<file path="config.mk">
export PLATFORM = sky130hd
export DESIGN_NAME = ids_exec
export DESIGN_NICKNAME = d
export VERILOG_FILES = /design/src/pkg/ids_pkg.sv /design/src/pkg/ids_mem_if.sv /design/src/verilog/ids_exec.sv /design/src/verilog/ids_file_mem.sv
export SDC_FILE = /design/constraint.sdc
export NUM_CORES = 1
export LEC_CHECK = 0
export ABC_AREA = 1
export BUFFER_PORTS_ARGS = -buffer_cell sky130_fd_sc_hd__buf_2
export CELL_PAD_IN_SITES_DETAIL_PLACEMENT = 0
export CELL_PAD_IN_SITES_GLOBAL_PLACEMENT = 2
export CORE_UTILIZATION = 44
export CTS_CLUSTER_SIZE = 25
export DETAILED_ROUTE_END_ITERATION = 6
export PLACE_DENSITY = 0.77
export SETUP_SLACK_MARGIN = 0.4
export SLEW_MARGIN = 0
export SYNTH_ARGS = -nofsm -noshare
export SYNTH_HDL_FRONTEND = slang
export SYNTH_SLANG_ARGS = --single-unit
</file>
<file path="constraint.sdc">
create_clock -name ref_clk -period 8.53 [get_ports ref_clk]
set_input_delay 0.4265 -clock ref_clk [delete_from_list [all_inputs] [get_ports ref_clk]]
set_output_delay 0.4265 -clock ref_clk [all_outputs]
set_load 0.02 [all_outputs]
</file>
<file path="src/pkg/ids_pkg.sv">
`default_nettype none

// Shared widths, field positions, encodings and reset values.
package ids_pkg;
    localparam int INSTR_W  = 14;
    localparam int ADDR_W   = 7;
    localparam int DATA_W   = 8;
    localparam int PC_W     = 13;
    localparam int BR_K_W   = 11;
    localparam int PAGE_W   = 8;
    localparam int OP_LSB   = 11;
    localparam int DIR_BIT  = 7;
    localparam int PAGE_LO  = 3;
    localparam int PAGE_HI  = 4;

    localparam logic [DATA_W-1:0] ACC_RST    = 8'h00;
    localparam logic [PC_W-1:0]   PC_RST     = 13'h0000;
    localparam logic              ZERO_RST   = 1'h0;
    localparam logic [DATA_W-1:0] ONE        = 8'h01;
    localparam logic [DATA_W-1:0] ZERO_VAL   = 8'h00;

    // Operation field of the instruction word, bits 13 down to 11.
    typedef enum logic [2:0] {
        OP_NOP      = 3'h0,
        OP_DEC_SKIP = 3'h1,
        OP_INC_SKIP = 3'h2,
        OP_INC      = 3'h3,
        OP_BRANCH   = 3'h4,
        OP_OR_LIT   = 3'h5
    } ids_op_e;

    // Sequencer states, one-hot.
    typedef enum logic [2:0] {
        ST_IDLE = 3'h1,
        ST_EXEC = 3'h2,
        ST_SLOT = 3'h4
    } ids_state_e;
endpackage

`default_nettype wire

</file>
<file path="src/pkg/ids_mem_if.sv">
`timescale 1ns/1ps
`default_nettype none

// File register port between the sequencer and the register memory.
interface ids_mem_if #(
    parameter int AW = 7,
    parameter int DW = 8
);
    logic [AW-1:0] rd_addr;
    logic [DW-1:0] rd_data;
    logic          wr_en;
    logic [AW-1:0] wr_addr;
    logic [DW-1:0] wr_data;

    modport exec (output rd_addr, input rd_data,
                  output wr_en, output wr_addr, output wr_data);
    modport mem  (input rd_addr, output rd_data,
                  input wr_en, input wr_addr, input wr_data);
endinterface

`default_nettype wire

</file>
<file path="src/verilog/ids_exec.sv">
`timescale 1ns/1ps
`default_nettype none

// Operation
// - Decrement-skip subtracts one from file register; direction picks acc or file.
// - Decrement-skip: nonzero runs next; zero inserts a no-op slot; flags kept.
// - Increment-skip adds one, stores per direction, zero inserts no-op slot.
// - Branch loads its eleven-bit operand into program counter bits 10..0.
// - Branch fills program counter bits 12..11 from page latch bits 4..3.
// - Branch always takes two instruction cycles and keeps all flags.
// - Literal OR merges eight-bit operand into acc and updates zero flag.
// - Plain increment adds one, stores per direction, updates zero flag.
module ids_exec #(
    parameter int FILE_DEPTH = 128
) (
    input  wire logic                          ref_clk,
    input  wire logic                          rst,
    input  wire logic                          instr_valid,
    input  wire logic [ids_pkg::INSTR_W-1:0]   instr_word,
    input  wire logic [ids_pkg::PAGE_W-1:0]    pc_page_latch,
    input  wire logic                          acc_load,
    input  wire logic [ids_pkg::DATA_W-1:0]    acc_load_data,
    input  wire logic                          ext_wr_en,
    input  wire logic [ids_pkg::ADDR_W-1:0]    ext_wr_addr,
    input  wire logic [ids_pkg::DATA_W-1:0]    ext_wr_data,
    output logic                               instr_ready,
    output logic [ids_pkg::DATA_W-1:0]         acc,
    output logic                               zero_flag,
    output logic [ids_pkg::PC_W-1:0]           pc,
    output logic                               pc_load,
    output logic                               nop_slot,
    output logic                               instr_done,
    output logic [ids_pkg::DATA_W-1:0]         result
);
    import ids_pkg::*;

    ids_state_e                 state;
    ids_op_e                    op;
    logic                       dir;
    logic [ADDR_W-1:0]          faddr;
    logic [BR_K_W-1:0]          opnd;
    logic [DATA_W-1:0]          next_res;
    logic                       is_file_op;
    logic                       is_skip_op;
    logic                       accept;

    ids_mem_if #(.AW(ADDR_W), .DW(DATA_W)) mif ();

    ids_file_mem #(.DEPTH(FILE_DEPTH)) u_mem (
        .ref_clk (ref_clk),
        .mif     (mif)
    );

    assign accept     = instr_valid && instr_ready;
    assign is_file_op = (op == OP_DEC_SKIP) || (op == OP_INC_SKIP)
                        || (op == OP_INC);
    assign is_skip_op = (op == OP_DEC_SKIP) || (op == OP_INC_SKIP);

    // The operand read is issued as the instruction is taken.
    assign mif.rd_addr = instr_word[ADDR_W-1:0];

    // Result of the latched instruction, wrapping in eight bits.
    always_comb begin
        case (op)
            OP_DEC_SKIP: next_res = mif.rd_data - ONE;
            OP_INC_SKIP: next_res = mif.rd_data + ONE;
            OP_INC:      next_res = mif.rd_data + ONE;
            OP_OR_LIT:   next_res = acc | opnd[DATA_W-1:0];
            default:     next_res = acc;
        endcase
    end

    // File write-back when direction is set; external preload otherwise.
    always_comb begin
        if ((state == ST_EXEC) && is_file_op && dir) begin
            mif.wr_en   = 1'h1;
            mif.wr_addr = faddr;
            mif.wr_data = next_res;
        end else begin
            mif.wr_en   = ext_wr_en;
            mif.wr_addr = ext_wr_addr;
            mif.wr_data = ext_wr_data;
        end
    end

    // Sequencer: take, execute, then an optional no-op slot.
    always_ff @(posedge ref_clk) begin
        if (rst) begin
            state <= ST_IDLE;
        end else begin
            case (state)
                ST_IDLE: begin
                    if (accept) begin
                        state <= ST_EXEC;
                    end
                end
                ST_EXEC: begin
                    if (op == OP_BRANCH) begin
                        state <= ST_SLOT;
                    end else if (is_skip_op && (next_res == ZERO_VAL)) begin
                        state <= ST_SLOT;
                    end else begin
                        state <= ST_IDLE;
                    end
                end
                ST_SLOT: state <= ST_IDLE;
                default: state <= ST_IDLE;
            endcase
        end
    end

    // Latch the fields of a taken instruction.
    always_ff @(posedge ref_clk) begin
        if (rst) begin
            op    <= OP_NOP;
            dir   <= 1'h0;
            faddr <= '0;
            opnd  <= '0;
        end else if (accept) begin
            op    <= ids_op_e'(instr_word[INSTR_W-1:OP_LSB]);
            dir   <= instr_word[DIR_BIT];
            faddr <= instr_word[ADDR_W-1:0];
            opnd  <= instr_word[BR_K_W-1:0];
        end
    end

    // Handshake and cycle markers.
    always_ff @(posedge ref_clk) begin
        if (rst) begin
            instr_ready <= 1'h0;
            instr_done  <= 1'h0;
            nop_slot    <= 1'h0;
        end else begin
            instr_done  <= (state == ST_EXEC);
            nop_slot    <= (state == ST_EXEC) && (next_state_slot());
            instr_ready <= (state == ST_IDLE) ? !accept
                           : ((state == ST_SLOT)
                              || ((state == ST_EXEC) && !next_state_slot()));
        end
    end

    function automatic logic next_state_slot();
        return (op == OP_BRANCH)
               || (is_skip_op && (next_res == ZERO_VAL));
    endfunction

    // Accumulator: preload while idle, literal OR results, file-op results when direction is clear.
    always_ff @(posedge ref_clk) begin
        if (rst) begin
            acc <= ACC_RST;
        end else if (state == ST_EXEC) begin
            if (op == OP_OR_LIT) begin
                acc <= next_res;
            end else if (is_file_op && !dir) begin
                acc <= next_res;
            end
        end else if ((state == ST_IDLE) && acc_load) begin
            acc <= acc_load_data;
        end
    end

    // Zero flag: only the plain increment and literal OR touch it.
    always_ff @(posedge ref_clk) begin
        if (rst) begin
            zero_flag <= ZERO_RST;
        end else if ((state == ST_EXEC)
                     && ((op == OP_INC) || (op == OP_OR_LIT))) begin
            zero_flag <= (next_res == ZERO_VAL);
        end
    end

    // Program counter load on branch.
    always_ff @(posedge ref_clk) begin
        if (rst) begin
            pc      <= PC_RST;
            pc_load <= 1'h0;
        end else begin
            pc_load <= (state == ST_EXEC) && (op == OP_BRANCH);
            if ((state == ST_EXEC) && (op == OP_BRANCH)) begin
                pc <= {pc_page_latch[PAGE_HI:PAGE_LO], opnd};
            end
        end
    end

    // Last computed result for observation.
    always_ff @(posedge ref_clk) begin
        if (rst) begin
            result <= ZERO_VAL;
        end else if ((state == ST_EXEC) && (op != OP_BRANCH)) begin
            result <= next_res;
        end
    end
endmodule // ids_exec

`default_nettype wire

</file>
<file path="src/verilog/ids_file_mem.sv">
`timescale 1ns/1ps
`default_nettype none

// File register array; read data come out of a register one cycle later.
module ids_file_mem #(
    parameter int DEPTH = 128
) (
    input  wire logic ref_clk,
    ids_mem_if.mem    mif
);
    logic [7:0] store [DEPTH];

    // A read of the address being written returns the old contents.
    always_ff @(posedge ref_clk) begin
        if (mif.wr_en) begin
            store[mif.wr_addr] <= mif.wr_data;
        end
        mif.rd_data <= store[mif.rd_addr];
    end
endmodule // ids_file_mem

`default_nettype wire
</file>
==> flow_metrics.py <==
metrics = {
    "status": {
        "status": "completed",
    },
    "critical_path": {
        "cp_slowest_cell": "nor3_4",
        "worst_ep_arrival_time_ps": 5450,
        "crit_buf_inv": 3,
        "endpoint_kind": "flip-flop",
        "cp.required_ps": 8840,
        "critical_path_class": "reg -> reg",
        "crit_path_start_kind": "flip-flop",
        "cp_max_fo": 19,
        "crit_family": "simple AND/OR/NAND/NOR gates",
        "cp_cell_sequence": "nor3_4, inv_2, nor3_4, inv_1, or2_0, o21ai_2, inv_2, nor2_2, nand3_1, nor2_1",
        "critPathMaxStageDelay_ps": 800,
    },
    "timing": {
        "worst_pin_slew_ps": 1200,
        "drv_slew": 0,
        "fin_skew_ps": 21.2,
        "finalSetupViolCount": 0,
        "fin_ws_ps": 3390,
        "period_share_pct": 60.3,
        "slew_headroom_pct": 19.9,
        "fmax_mhz": 195,
        "timing.setup.tns_ps": 0,
        "hold_viol": 0,
        "rsz0062_at_grt": "false",
        "period_minus_slack_ps": 5140,
    },
    "clock_tree": {
        "cts-root-buf": "clkbuf_16",
        "path_clk_slew_ps": 60,
        "clock-sinks": 1083,
        "worstSkewPairLatency_ps": 690,
        "clk_path_buf_depth": 3,
        "cts_buffers": 110,
        "cts_tree": "built",
        "post_cts_buffers": 0,
        "cts_max_level": 3,
    },
    "floorplan": {
        "rows": 114,
        "die_w_um": 316,
        "design.die.area_mm2": 0.0997,
        "core_area_mm2": 0.0971,
        "ios": 84,
        "initial_utilization_pct": 44.6,
        "die_h_um": 316,
    },
    "min_path": {
        "worst_hold_path_type": "in -> reg",
    },
    "grt": {
        "grt_use_total_pct": 23.7,
        "antenna_found_initial": 4,
        "grt_max_degree": 241,
        "grt_overflow_total": 0,
        "use_met2_pct": 38.5,
        "use_met3_pct": 3.76,
        "grt_busiest_layer": "met2",
        "grt_first_pass_wirelength_mm": 175,
        "grt_pass1_vias": 27100,
        "use_met1_pct": 32.5,
    },
    "place": {
        "io_buffers": 77,
        "post-place-ws_ps": 3320,
        "routabilityCongestion": 0.836,
        "dp_hpwl_mm": 66.7,
    },
    "logic_synthesis": {
        "synth-compound-area-share_pct": 13.9,
        "syn_avg_cell_area_um2": 12.4,
        "yosysTopAreaCellShare_pct": 71.0,
        "syn_area_mm2": 0.0433,
        "synth_area_leader_cell": "edfxtp_1",
        "synth_mux_area_share_pct": 0,
        "synth-edff-count": 1024,
        "yosysSeqAreaShare_pct": 73.7,
        "synthXorXnorAreaFrac_pct": 0.0404,
        "post-synth-top-count-cell": "edfxtp_1",
        "async_flop_share_pct": 0,
        "ys_ff_latch": 1083,
        "yosys-top-cells-count": "1,024 x edfxtp_1, 791 x nor2_1, 674 x o21ai_0, 256 x o22ai_1, 220 x clkbuf_1",
        "yosysWarnings": 0,
        "synth_top_family_by_area": "compound AO/OA/AOI/OAI gates",
        "syn_inst": 3499,
        "synthAdderAreaFrac_pct": 0.0578,
        "ys_types": 36,
        "syn_nets": 3551,
        "yosys.area_share.simple_pct": 9.37,
        "synth_ff_type": "edfxtp_1",
        "synth_area_leaders": "edfxtp_1 71%, o21ai_0 7.8%, nor2_1 6.9%",
    },
    "power": {
        "vdd_drop_max_uv": 141,
        "swShare_pct": 22.4,
        "p_per_area_mw_per_mm2": 235,
        "p_total_mw": 11.4,
        "power_frac_seq_pct": 51.6,
        "leakage_nw": 15.4,
        "comb_power_share_pct": 6.4,
        "p_sw_mw": 2.55,
        "power.internal_mw": 8.81,
        "clkPwrFrac_pct": 42.0,
    },
    "final_layout": {
        "fin_nets": 3539,
        "drive_above_1_share_pct": 9.09,
        "area_growth_syn_to_layout_pct": 11.7,
        "nFillCells": 8375,
        "n_antenna_cell": 0,
    },
    "drt": {
        "vias": 28200,
        "drt-total-wl_mm": 119,
        "viasPerCell": 5.81,
        "wl_per_cell_um": 24.5,
        "antenna_left": 0,
        "drt_iter0_markers": 2867,
        "first_pass_iters": 7,
        "post-route-drc-count": 0,
    },
    "flow_run": {
        "maxCapViolations": 0,
    },
}
[final cells by class]
| type | count | area, um^2 | share of cell area, % |
|---|---|---|---|
| clock buffers | 144 | 3000 | 6.19 |
| clock inverters | 58 | 566 | 1.17 |
| inverters | 77 | 307 | 0.633 |
| multi-input cells | 2095 | 10200 | 21.1 |
| flip-flops and latches | 1083 | 31900 | 66.0 |
| well taps | 1276 | 1600 | 3.30 |
| repair buffers | 120 | 774 | 1.60 |
[state kept, by name, indices dropped and copies added (netlist names)]
signal / cells
faddr: 6
instr_ready: 1
zero_flag: 1
state: 3
opnd: 5
pc: 13
pc_load: 1
instr_done: 1
nop_slot: 1
u_mem.mif.rd_data: 8
acc: 8
op: 3
u_mem.store: 1024
result: 8
[worst paths after layout]
| kind | start | to | slack, ps | cells after the start |
|---|---|---|---|---|
| worst min-delay path | instr_word[9] | opnd[9] | 50 | 3 |
| worst max register to register | state[2] | u_mem.store[97][4] | 3390 | 10 |
| worst min register to register | opnd[8] | opnd[8] | 490 | 2 |
| worst max-delay path | state[2] | u_mem.store[97][4] | 3390 | 10 |
[placed cells by master (no fill, tap or decap), types with 4 or more instances in the layout]
master	synthesis	layout
a21oi_1	34	34
a221oi_1	6	6
and2_1	8	8
buf_2	9	74
buf_4	0	37
bufinv_16	0	11
clkbuf_1	220	27
clkbuf_16	0	114
clkinv_1	2	23
clkinv_2	0	19
dfxtp_1	59	59
dlygate4sd3_1	0	4
edfxtp_1	1024	1024
inv_1	69	65
inv_2	5	5
nand2_1	109	106
nand2_2	4	7
nand3_1	68	68
nor2_1	791	791
nor3_1	11	11
o211ai_1	46	46
o21ai_0	674	668
o21ai_4	0	6
o221ai_1	45	45
o22ai_1	256	256
or2_2	19	19
[tightest hold or removal path: stages]
cell	delay, ps
buf_2	70
o21ai_0	90
nor2_1	100
[power groups by stage]
stage / combinational [mW] / clock [mW] / sequential [mW]
6_report: 0.729 / 4.77 / 5.86
3_3_place_gp: 0.715 / 0 / 5.97
4_1_cts: 0.731 / 4.84 / 5.86
5_1_grt: 0.796 / 5.05 / 5.86
2_1_floorplan: 0.434 / 0 / 6.00
3_5_place_dp: 0.728 / 0 / 5.97
[per-layer routing]
layer	vias up	wire [um]
met5	-	23
met4	4	3560
met3	189	7780
met2	940	56700
met1	14100	50900
li1	12900	-
[stage by stage]
| step | cells | area [um^2] | utilization, % | hold slack (ps) |
|---|---|---|---|---|
| after CTS | 4853 | 48400 | 49.8 | 16.5 |
| after floorplan | 3499 | 43300 | - | 456 |
| after detailed placement | 4647 | 44800 | 46.1 | 478 |
| after global placement | 4647 | 44800 | 46.1 | 472 |
| after global routing | 4853 | 48400 | 49.8 | 62.2 |
| final | 4853 | 48400 | 49.8 | 50.0 |
[what timing repair did]
| item | in CTS | in global routing |
|---|---|---|
| hold buffers | 4 | 0 |
| gates resized for setup | 0 | 0 |
| hold endpoints to repair | 4 | 0 |
[logic make-up (layout without fill, tap and decap cells)]
logic type,after synthesis,in the layout
buffers and inverters,321,399
adder cells (fa/ha/maj),2,2
flip-flops,1083,1083
AO/OA/AOI/OAI,1071,1071
XOR/XNOR,2,2
AND/OR/NAND/NOR,1020,1020
No activity file was read; power rests on OpenSTA's default activity.
